### src/pkg/init2_pkg.sv
// constants for the phase 2 identification message builder
package init2_pkg;
	// message shape
	localparam int NIB_COUNT = 32;
	localparam int IDX_W = 5;
	localparam logic [4:0] IDX_LAST = 5'h1f;
	// hard-coded nibble values
	localparam logic [3:0] PROTO_REV_NIB = 4'h4;
	localparam logic [3:0] BLOCKS_HI_NIB = 4'h2;
	localparam logic [3:0] BLOCKS_LO_NIB = 4'h0;
	localparam logic [3:0] SENSOR_TYPE_HI_NIB = 4'h0;
	localparam logic [3:0] SENSOR_TYPE_LO_NIB = 4'h1;
	localparam logic [3:0] RANGE_BASE_NIB = 4'h7;
	localparam logic [3:0] ZERO_NIB = 4'h0;
	// apb byte offsets
	localparam logic [7:0] CTRL_OFS = 8'h00;
	localparam logic [7:0] MAKER_OFS = 8'h04;
	localparam logic [7:0] CFG_ONE_OFS = 8'h08;
	localparam logic [7:0] CFG_TWO_OFS = 8'h0c;
	localparam logic [7:0] CFG_SIX_OFS = 8'h10;
	localparam logic [7:0] CFG_SEVEN_OFS = 8'h14;
	localparam logic [7:0] CFG_EIGHT_OFS = 8'h18;
	localparam logic [7:0] SERIAL_OFS = 8'h1c;
	localparam logic [7:0] STATUS_OFS = 8'h20;
	// control register fields
	localparam int CTRL_START_BIT = 0;
	localparam int CTRL_EXT_BIT = 1;
	localparam int CTRL_REP_LSB = 4;
	localparam int CTRL_AXIS_LSB = 8;
	localparam int CTRL_RANGE_LSB = 10;
	// reset values
	localparam logic [3:0] REP_RESET = 4'h4;
	localparam logic [7:0] CFG_RESET = 8'h00;
	localparam logic [31:0] SERIAL_RESET = 32'h0000_0000;
	// status register fields
	localparam int ST_BUSY_BIT = 0;
	localparam int ST_DONE_BIT = 1;
	localparam int ST_OFS_BIT = 2;
	localparam int ST_SELF_BIT = 3;
	localparam int ST_IDX_LSB = 8;
	localparam int ST_REP_LSB = 16;
	// sequencer states, one-hot
	typedef enum logic [2:0] {
		ST_IDLE = 3'b001,
		ST_SEND = 3'b010,
		ST_DONE = 3'b100
	} seq_state_type;
endpackage

### src/hw/init2_message_builder.sv
// phase 2 identification message builder, 10-bit mode, with apb registers
// Summary of operation
// - first data nibble is protocol revision 0100.
// - nibbles two and three carry block count 32 as 0010, 0000.
// - nibbles six and seven carry high-g sensor type 0000, 0001.
// - nibble eight is axis setting shifted up two bits.
// - nibble nine is range code 0111 through 1010.
// - nibbles fifteen to eighteen carry binary date, year high first, day low last.
// - nibbles 27 to 31 carry offset then averaged self-test, nibble 29 mixed.
// - offset and self-test nibbles are zero unless extended payload enabled.
// - nibble 32 is config one upper nibble if extended, else zero.
// - measured values inserted only once self-test results are available.
// - results not yet available are sent as zero nibbles.
// - each nibble sends ID then data, repeated k times (once when k is zero) before next.
`timescale 1ns/10ps
module init2_message_builder
	import init2_pkg::*;
#(
	parameter logic [7:0] PRODUCT_REV = 8'h00 // factory revision, value arbitrary
) (
	// clock and reset
	input wire logic pclk,
	input wire logic presetn,
	// apb slave
	input wire logic psel,
	input wire logic penable,
	input wire logic pwrite,
	input wire logic [7:0] paddr,
	input wire logic [31:0] pwdata,
	output logic [31:0] prdata,
	output logic pready,
	output logic pslverr,
	// sync pulse from the line receiver
	input wire logic sync_pulse_in,
	// self-test results
	input wire logic offset_ready,
	input wire logic [9:0] raw_offset,
	input wire logic selftest_ready,
	input wire logic [9:0] averaged_selftest_value,
	// transmission request to the frame encoder
	output logic tx_strobe,
	output logic tx_is_id,
	output logic [3:0] tx_nibble,
	output logic [4:0] tx_index,
	output logic msg_busy,
	output logic msg_done
);

	generate
		if (NIB_COUNT != 32) begin : bad_nib_count
			$error("message length must be 32 nibbles");
		end
	endgenerate

	seq_state_type state_q;
	logic [3:0] rep_k_q;
	logic ext_q;
	logic [1:0] axis_q;
	logic [1:0] range_q;
	logic [7:0] maker_code_field;
	logic [7:0] device_config_one;
	logic [7:0] device_config_two;
	logic [7:0] device_config_six;
	logic [7:0] device_config_seven;
	logic [7:0] device_config_eight;
	logic [31:0] serial_q;
	logic [4:0] idx_q;
	logic [3:0] rep_q;
	logic half_q;
	logic [2:0] sync_q;
	logic sync_evt;
	logic apb_acc;
	logic wr_en;
	logic start_req;
	logic addr_ok;
	logic [31:0] rd_d;
	logic [31:0] status_w;
	logic [6:0] date_year;
	logic [3:0] date_month;
	logic [4:0] date_day;
	logic [3:0] nib_d;
	logic rep_last;

	// access phase seen; answer comes one cycle later so that read data is registered
	assign apb_acc = psel && penable && !pready;
	assign wr_en = psel && penable && pready && pwrite && !pslverr;
	assign start_req = wr_en && (paddr == CTRL_OFS) && pwdata[CTRL_START_BIT];

	// address decode over the mapped word offsets
	always_comb begin
		addr_ok = 1'b1;
		case (paddr)
			CTRL_OFS, MAKER_OFS, CFG_ONE_OFS, CFG_TWO_OFS, CFG_SIX_OFS: addr_ok = 1'b1;
			CFG_SEVEN_OFS, CFG_EIGHT_OFS, SERIAL_OFS, STATUS_OFS: addr_ok = 1'b1;
			default: addr_ok = 1'b0;
		endcase
	end

	// status word shows the sequencer and result availability
	always_comb begin
		status_w = 32'h0000_0000;
		status_w[ST_BUSY_BIT] = state_q == ST_SEND;
		status_w[ST_DONE_BIT] = state_q == ST_DONE;
		status_w[ST_OFS_BIT] = offset_ready;
		status_w[ST_SELF_BIT] = selftest_ready;
		status_w[ST_IDX_LSB +: 5] = idx_q;
		status_w[ST_REP_LSB +: 4] = rep_q;
	end

	// read mux, unmapped words read zero
	always_comb begin
		rd_d = 32'h0000_0000;
		case (paddr)
			CTRL_OFS: begin
				rd_d[CTRL_EXT_BIT] = ext_q;
				rd_d[CTRL_REP_LSB +: 4] = rep_k_q;
				rd_d[CTRL_AXIS_LSB +: 2] = axis_q;
				rd_d[CTRL_RANGE_LSB +: 2] = range_q;
			end
			MAKER_OFS: rd_d[7:0] = maker_code_field;
			CFG_ONE_OFS: rd_d[7:0] = device_config_one;
			CFG_TWO_OFS: rd_d[7:0] = device_config_two;
			CFG_SIX_OFS: rd_d[7:0] = device_config_six;
			CFG_SEVEN_OFS: rd_d[7:0] = device_config_seven;
			CFG_EIGHT_OFS: rd_d[7:0] = device_config_eight;
			SERIAL_OFS: rd_d = serial_q;
			STATUS_OFS: rd_d = status_w;
			default: rd_d = 32'h0000_0000;
		endcase
	end

	// apb answer flops: one wait state on every transfer
	always_ff @(posedge pclk or negedge presetn) begin
		if (!presetn) begin
			pready <= 1'b0;
			pslverr <= 1'b0;
			prdata <= 32'h0000_0000;
		end else begin
			pready <= apb_acc;
			pslverr <= apb_acc && !addr_ok;
			if (apb_acc && !pwrite) begin
				prdata <= rd_d;
			end
		end
	end

	// configuration registers; changes during a message show up in later nibbles
	always_ff @(posedge pclk or negedge presetn) begin
		if (!presetn) begin
			ext_q <= 1'b0;
			rep_k_q <= REP_RESET;
			axis_q <= 2'b00;
			range_q <= 2'b00;
			maker_code_field <= CFG_RESET;
			device_config_one <= CFG_RESET;
			device_config_two <= CFG_RESET;
			device_config_six <= CFG_RESET;
			device_config_seven <= CFG_RESET;
			device_config_eight <= CFG_RESET;
			serial_q <= SERIAL_RESET;
		end else if (wr_en) begin
			case (paddr)
				CTRL_OFS: begin
					ext_q <= pwdata[CTRL_EXT_BIT];
					rep_k_q <= pwdata[CTRL_REP_LSB +: 4];
					axis_q <= pwdata[CTRL_AXIS_LSB +: 2];
					range_q <= pwdata[CTRL_RANGE_LSB +: 2];
				end
				MAKER_OFS: maker_code_field <= pwdata[7:0];
				CFG_ONE_OFS: device_config_one <= pwdata[7:0];
				CFG_TWO_OFS: device_config_two <= pwdata[7:0];
				CFG_SIX_OFS: device_config_six <= pwdata[7:0];
				CFG_SEVEN_OFS: device_config_seven <= pwdata[7:0];
				CFG_EIGHT_OFS: device_config_eight <= pwdata[7:0];
				SERIAL_OFS: serial_q <= pwdata;
				default: ;
			endcase
		end
	end

	// sync pulse from a pin: two-flop synchroniser, edge taken after the second flop
	always_ff @(posedge pclk or negedge presetn) begin
		if (!presetn) begin
			sync_q <= 3'b000;
		end else begin
			sync_q <= {sync_q[1:0], sync_pulse_in};
		end
	end
	assign sync_evt = sync_q[1] && !sync_q[2];

	// binary date from config seven and eight
	assign date_year = device_config_seven[6:0];
	assign date_month = {device_config_seven[7], device_config_eight[7:5]};
	assign date_day = device_config_eight[4:0];

	// data nibble for the current index
	always_comb begin
		nib_d = ZERO_NIB;
		case (idx_q)
			5'd0: nib_d = PROTO_REV_NIB;
			5'd1: nib_d = BLOCKS_HI_NIB;
			5'd2: nib_d = BLOCKS_LO_NIB;
			5'd3: nib_d = maker_code_field[7:4];
			5'd4: nib_d = maker_code_field[3:0];
			5'd5: nib_d = SENSOR_TYPE_HI_NIB;
			5'd6: nib_d = SENSOR_TYPE_LO_NIB;
			5'd7: nib_d = {axis_q, 2'b00};
			5'd8: nib_d = RANGE_BASE_NIB + {2'b00, range_q};
			5'd9: nib_d = device_config_two[7:4];
			5'd10: nib_d = device_config_two[3:0];
			5'd11: nib_d = PRODUCT_REV[7:4];
			5'd12: nib_d = PRODUCT_REV[3:0];
			5'd13: nib_d = device_config_six[3:0];
			5'd14: nib_d = date_year[6:3];
			5'd15: nib_d = {date_year[2:0], date_month[3]};
			5'd16: nib_d = {date_month[2:0], date_day[4]};
			5'd17: nib_d = date_day[3:0];
			5'd18: nib_d = serial_q[7:4];
			5'd19: nib_d = serial_q[3:0];
			5'd20: nib_d = serial_q[15:12];
			5'd21: nib_d = serial_q[11:8];
			5'd22: nib_d = serial_q[23:20];
			5'd23: nib_d = serial_q[19:16];
			5'd24: nib_d = serial_q[31:28];
			5'd25: nib_d = serial_q[27:24];
			// offset and self-test, zero while not enabled or not ready
			5'd26: nib_d = (ext_q && offset_ready) ? raw_offset[3:0] : ZERO_NIB;
			5'd27: nib_d = (ext_q && offset_ready) ? raw_offset[7:4] : ZERO_NIB;
			5'd28: begin
				nib_d[3:2] = (ext_q && selftest_ready) ? averaged_selftest_value[1:0] : 2'b00;
				nib_d[1:0] = (ext_q && offset_ready) ? raw_offset[9:8] : 2'b00;
			end
			5'd29: nib_d = (ext_q && selftest_ready) ? averaged_selftest_value[5:2] : ZERO_NIB;
			5'd30: nib_d = (ext_q && selftest_ready) ? averaged_selftest_value[9:6] : ZERO_NIB;
			5'd31: nib_d = ext_q ? device_config_one[7:4] : ZERO_NIB;
			default: nib_d = ZERO_NIB;
		endcase
	end

	// a repetition count of zero behaves as one
	assign rep_last = ({1'b0, rep_q} + 5'd1) >= {1'b0, rep_k_q};

	// sequencer: one transmission per sync pulse
	always_ff @(posedge pclk or negedge presetn) begin
		if (!presetn) begin
			state_q <= ST_IDLE;
			idx_q <= 5'd0;
			rep_q <= 4'd0;
			half_q <= 1'b0;
		end else begin
			case (state_q)
				ST_IDLE, ST_DONE: begin
					if (start_req) begin
						state_q <= ST_SEND;
						idx_q <= 5'd0;
						rep_q <= 4'd0;
						half_q <= 1'b0;
					end
				end
				ST_SEND: begin
					if (sync_evt) begin
						half_q <= !half_q;
						if (half_q) begin
							if (rep_last) begin
								rep_q <= 4'd0;
								idx_q <= idx_q + 5'd1;
								if (idx_q == IDX_LAST) begin
									state_q <= ST_DONE;
								end
							end else begin
								rep_q <= rep_q + 4'd1;
							end
						end
					end
				end
				default: state_q <= ST_IDLE;
			endcase
		end
	end

	// transmission outputs; the nibble address wraps after sixteen
	always_ff @(posedge pclk or negedge presetn) begin
		if (!presetn) begin
			tx_strobe <= 1'b0;
			tx_is_id <= 1'b0;
			tx_nibble <= 4'h0;
			tx_index <= 5'd0;
		end else begin
			tx_strobe <= (state_q == ST_SEND) && sync_evt;
			if ((state_q == ST_SEND) && sync_evt) begin
				tx_is_id <= !half_q;
				tx_nibble <= half_q ? nib_d : idx_q[3:0];
				tx_index <= idx_q;
			end
		end
	end

	// status outputs
	always_ff @(posedge pclk or negedge presetn) begin
		if (!presetn) begin
			msg_busy <= 1'b0;
			msg_done <= 1'b0;
		end else begin
			msg_busy <= state_q == ST_SEND;
			msg_done <= state_q == ST_DONE;
		end
	end

	logic tx_data;
	assign tx_data = tx_strobe && !tx_is_id;
endmodule

### config.mk
export PLATFORM = sky130hd
export DESIGN_NAME = init2_message_builder
export DESIGN_NICKNAME = d
export VERILOG_FILES = /design/src/pkg/init2_pkg.sv /design/src/hw/init2_message_builder.sv
export SDC_FILE = /design/constraint.sdc
export NUM_CORES = 1
export LEC_CHECK = 0
export BUFFER_PORTS_ARGS = -buffer_cell sky130_fd_sc_hd__buf_2
export CAP_MARGIN = 30
export CORE_MARGIN = 4
export CORE_UTILIZATION = 58
export CTS_CLUSTER_DIAMETER = 100
export DETAILED_ROUTE_END_ITERATION = 10
export PLACE_DENSITY_LB_ADDON = 0.3
export SYNTH_ARGS = -nofsm -noshare
export SYNTH_HDL_FRONTEND = slang
export SYNTH_SLANG_ARGS = --single-unit
### constraint.sdc
create_clock -name pclk -period 3.1 [get_ports pclk]
set_input_delay 0.62 -clock pclk [delete_from_list [all_inputs] [get_ports pclk]]
set_output_delay 0.62 -clock pclk [all_outputs]
set_load 0.01 [all_outputs]
-- Yosys cells after proc, flatten, opt, wreduce, memory -nomap -nowiden
Cells that the tools add are included.
- mux-type cells: 35
- equality and inequality tests: 47
- add/sub/neg operators: 4
- reductions and logical operators: 37
- order comparisons: 1
- operators with widths (operator ; number):
    4-bit one-hot mux with 29 select lines ; 1
    5-bit == test, second input constant ; 16
    5-bit by 4-bit == test with 1-bit output, second input constant ; 8
    4-bit 2-to-1 mux ; 10
    20-bit one-hot mux with 2 select lines ; 1
    8-bit by 5-bit == test with 1-bit output, second input constant ; 4
    4-bit one-hot mux with 8 select lines ; 1
    5-bit by 3-bit == test with 1-bit output, second input constant ; 4
    5-bit 2-to-1 mux ; 4
    8-bit by 4-bit == test with 1-bit output, second input constant ; 2
    2-bit one-hot mux with 8 select lines ; 1
    2-bit AND reduction ; 8
    3-bit 2-to-1 mux ; 5
    1-bit logical AND ; 13
    4-bit one-hot mux with 3 select lines ; 1
    5-bit by 2-bit == test with 1-bit output, second input constant ; 2
    5-bit one-hot mux with 2 select lines ; 1
    5-bit AND reduction ; 2
    1-bit one-hot mux with 9 select lines ; 1
    9-bit OR reduction ; 1
    8-bit by 3-bit == test with 1-bit output, second input constant ; 1
    8-bit by 6-bit == test with 1-bit output, second input constant ; 1
    8-bit logical NOT ; 1
    1-bit one-hot mux with 8 select lines ; 1
    other kinds (23) ; 34
- word-level logic and storage cells: 149
- register bits: 152
- bits of input ports: 68
- output and inout bits: 47

-- Logic depth before layout (Yosys ltp)
- depth after elaboration: 8
- mapped depth: 10
- mapped depth without buffers: 8

-- Worst setup path after synthesis
Ideal clock, no wire load.
- path kind: reg2reg
- from: register idx_q[2]
- to: register tx_nibble[3]
- stages on the path, launching flop included: 11
- arrival time: 2.339 ns
- path slack: 0.608 ns
- clock period less this slack: 2.492 ns
- path buffers: 3
- data required time: 2.947 ns
- path through: dfrtp_1 > buf_2 > clkbuf_1 > clkbuf_1 > and3_1 > ha_1 > a32o_1 > a31oi_1 > o211ai_1 > o41ai_1 > o311ai_0
- word-level cells in the longest chain between the ends: 4
- elaborated cells between the ends (all ways): 35
- those cells by class: eq/ne (31); mux (2); reduce/logical (2)
- ends and longest elaborated chain (element ; RTL line ; RTL):
    start, declared ; init2_message_builder.sv:67 ; logic [4:0] idx_q;
    start signal, assigned ; init2_message_builder.sv:266 ; idx_q <= idx_q + 5'd1;
    5-bit by 4-bit == test with 1-bit output (tied with other cells) ; init2_message_builder.sv:199 ; case (idx_q)
    4-bit OR reduction (no source line) ; -- ;
    4-bit one-hot mux with 29 select lines * ; init2_message_builder.sv:199 ;
    4-bit 2-to-1 mux * ; init2_message_builder.sv:292 ; tx_nibble <= half_q ? nib_d : idx_q[3:0];
    end signal, assigned ; init2_message_builder.sv:292 ;
    end, declared ; init2_message_builder.sv:43 ; output logic [3:0] tx_nibble,
Mark *: on every way between the ends. The rest lies on a longest branch, timed or not.
A chain may end at the register's enable or synchronous reset.

-- Worst setup path in the final report
- from: register idx_q[0]
- to: register tx_nibble[3]
The elaborated chain is that of the path after synthesis.

==> metrics.txt <==
status finished clean; Worst Tran Pin Value 948 ps; unrepaired setup endpoints after global routing false; slowest CP cell o41ai_1; syn_nets 799; Clk Latency, worst-skew pair 430 ps; first-pass GRT wire length 37,600 µm; clk_skew 7.35 ps; number of setup violations in the final report 0; CTS tree yes; buffers and inverters on the worst path 0; Die H 124 µm; clock tree buffer depth 2; cell count after synthesis 719; setup_tns 0 ps; Synth warnings 0; Post-Synth Simple-Gate Area 0.154; adder-cell share of the synthesized area 0.0192; Final nets 907; # IOs 115; number of port buffers 114; Post-route DRC 0; number of synthesized register bits 152; Area Growth Syn to Fin 18.8%; Clk pin slew, worst setup/hold paths 60 ps; Post-Syn Area 7810 µm²; CTS Buf Count 17; Detailed Place HPWL 18,300 µm; global router's overall resource usage 0.331; Antenna Cells 0; Initial Util 0.592; Setup CP Type flip-flop to flip-flop; Fmax 357 MHz; VDD IR-drop max 0.422 mV; post-synthesis sequential area ratio 0.487; Post-CTS Setup Repair Bufs 0; Critical Path Start Type flip-flop; Util after Layout 0.703; top-area cell type share of the netlist area 0.481; Worst Path Max Fanout 7; largest area contributor in the netlist dfrtp_1; TritonRoute pass-1 iters 5; layout cells sized above 1 0.335; Starting DRT DRC Count 863; Slew HR 0.368; number of clock sinks 152; CTS H-tree depth 4; critical path's largest stage delay 510 ps; max-slew violations 0; CP required 3350 ps; Synth Area in Compound Gates 0.141; HP Class primary input to async pin; grt total ovfl 0; PostCTS Resize Cnt 0; post-layout min period 2800 ps; root buf cell clkbuf_16; XOR/XNOR Fraction of Synth Area 0.00336; worst hold slack 171 ps; Vias/cell 6.62; average routed wire per standard cell 24.5 µm; largest net degree at the start of global routing 63; top-count cell post-synth dfrtp_1; Post-synth top cells dfrtp_1, mux2_2, nand2_1; # hold bufs at CTS 0; CP Capture Type flip-flop; EDFF count, synth 0; Placer Congestion 1.00; largest cells by area after synthesis dfrtp_1, mux2_2, nand2_1; initial antenna violation count 0; cell leakage power 0.00455 µW; die width 124 µm; CP dominant cell by count ha_1; Power Dens Cells 499 nW/µm²; Post-Route WL 24,800 µm; WP data arrival 3050 ps; Top FF cell, synth dfrtp_1; crit share post-route 0.904; core footprint 13,200 µm²; Netlist cell types 75; portion of netlist area occupied by mux cells 0.162; FP Rows 42; number of global-route vias before repair 6,447; number of max-cap violations 0; die footprint 15,400 µm²; Synth async-reset ratio 1.00; Final ANT Viol Nets 0; syn_area_per_cell 10.9 µm²; CP Cell Sequence ha_1 > and3_1 > ha_1 > a32o_1 > a31oi_1 > o211ai_1 > o41ai_1 > o311ai_0; via count 6,726; final hold vios 0; Critical Path Source idx_q[0]; Top delay family on crit path compound AO/OA/AOI/OAI gates; largest family of logic cells by synthesized area multiplexers; FF-to-FF Start idx_q[0]
[placed cells by master, fill, tap and decap left out, drive strengths merged, types with 5 or more instances in the layout]
cell / netlist / final
inv: 12 / 14
and2: 5 / 5
buf: 12 / 138
mux2: 96 / 96
a32o: 5 / 5
bufinv: 0 / 5
a22oi: 11 / 11
nand2: 81 / 81
o31ai: 5 / 5
a22o: 8 / 8
nand3: 27 / 27
a21oi: 11 / 11
nor2: 27 / 27
ha: 12 / 12
or3: 5 / 5
a31oi: 10 / 10
a32oi: 7 / 7
nor3: 8 / 8
nor4: 5 / 5
nor2b: 9 / 9
nand4: 15 / 15
o21ai: 37 / 37
nand2b: 9 / 9
clkbuf: 37 / 19
mux2i: 16 / 16
dfrtp: 150 / 150
and3: 11 / 11
o22ai: 7 / 7
a221oi: 12 / 12
[state kept, by name, indices dropped and copies added (netlist names), 2 cells and up]
| register | count |
|---|---|
| rep_k_q | 4 |
| range_q | 2 |
| prdata | 32 |
| serial_q | 32 |
| axis_q | 2 |
| device_config_six | 8 |
| sync_q | 3 |
| tx_nibble | 4 |
| idx_q | 5 |
| device_config_eight | 8 |
| device_config_two | 8 |
| rep_q | 4 |
| state_q | 3 |
| maker_code_field | 8 |
| tx_index | 5 |
| device_config_one | 8 |
| device_config_seven | 8 |
[metrics by stage]
step / setup slack, ps / std cells / power (µW) / cell area [µm²]
CTS: 357 / 1016 / 4630 / 9270
detailed placement: 425 / 984 / 2310 / 8600
global placement: 462 / 984 / 2310 / 8600
floorplan: 608 / 719 / 2150 / 7810
global route: 197 / 1016 / 4750 / 9270
finish: 297 / 1016 / 4630 / 9270
[worst paths after layout]
kind                                              to  slack (ps)  cells after the start
worst min register to register             sync_q[1]         350                      0
worst min-delay path                    tx_nibble[2]         170                      1
worst max register to register          tx_nibble[3]         300                      8
min in group pclk                          sync_q[0]         290                      1
max in group asynchronous       device_config_one[1]        2060                      2
worst max-delay path                    tx_nibble[3]         300                      8
[metal layers]
| metal | share of wire | track usage | wire (µm) | vias up |
|---|---|---|---|---|
| li1 | - | - | - | 2909 |
| met4 | 0.031 | 0.125 | 778 | 0 |
| met5 | 0 | 0 | 0 | - |
| met3 | 0.093 | 0.0640 | 2300 | 59 |
| met1 | 0.40 | 0.448 | 9860 | 3378 |
| met2 | 0.48 | 0.532 | 11900 | 380 |
[kinds of logic after synthesis]
group / Yosys count
AND/OR/NAND/NOR: 227
flip-flops: 152
buffers and inverters: 61
multiplexers: 113
adder cells (fa/ha/maj): 12
AO/OA/AOI/OAI: 151
XOR/XNOR: 3
[layout make-up]
type                       count  area (µm²)
fill                         984        3920
sequential                   152        3810
multi-input combinational    506        3750
timing repair buffer         138         782
clock buffer                  19         453
tap                          176         220
clock inverter                13         216
inverter                      12        45.0
[report_power, final]
group	leakage [µW]	total (µW)	switching, µW	internal [µW]
combinational	0.00221	248	161	87.2
sequential	0.00202	2030	19.8	2010
clock	0.000316	2350	867	1480
total	0.00455	4630	1050	3580
[worst reg2reg max path: stages, from the launching register on]
cell and delay [ps]:
dfrtp_1 490, ha_1 260, and3_1 180, ha_1 290
a32o_1 330, a31oi_1 160, o211ai_1 120, o41ai_1 510
o311ai_0 280
Power figures use the tool's default switching activity.
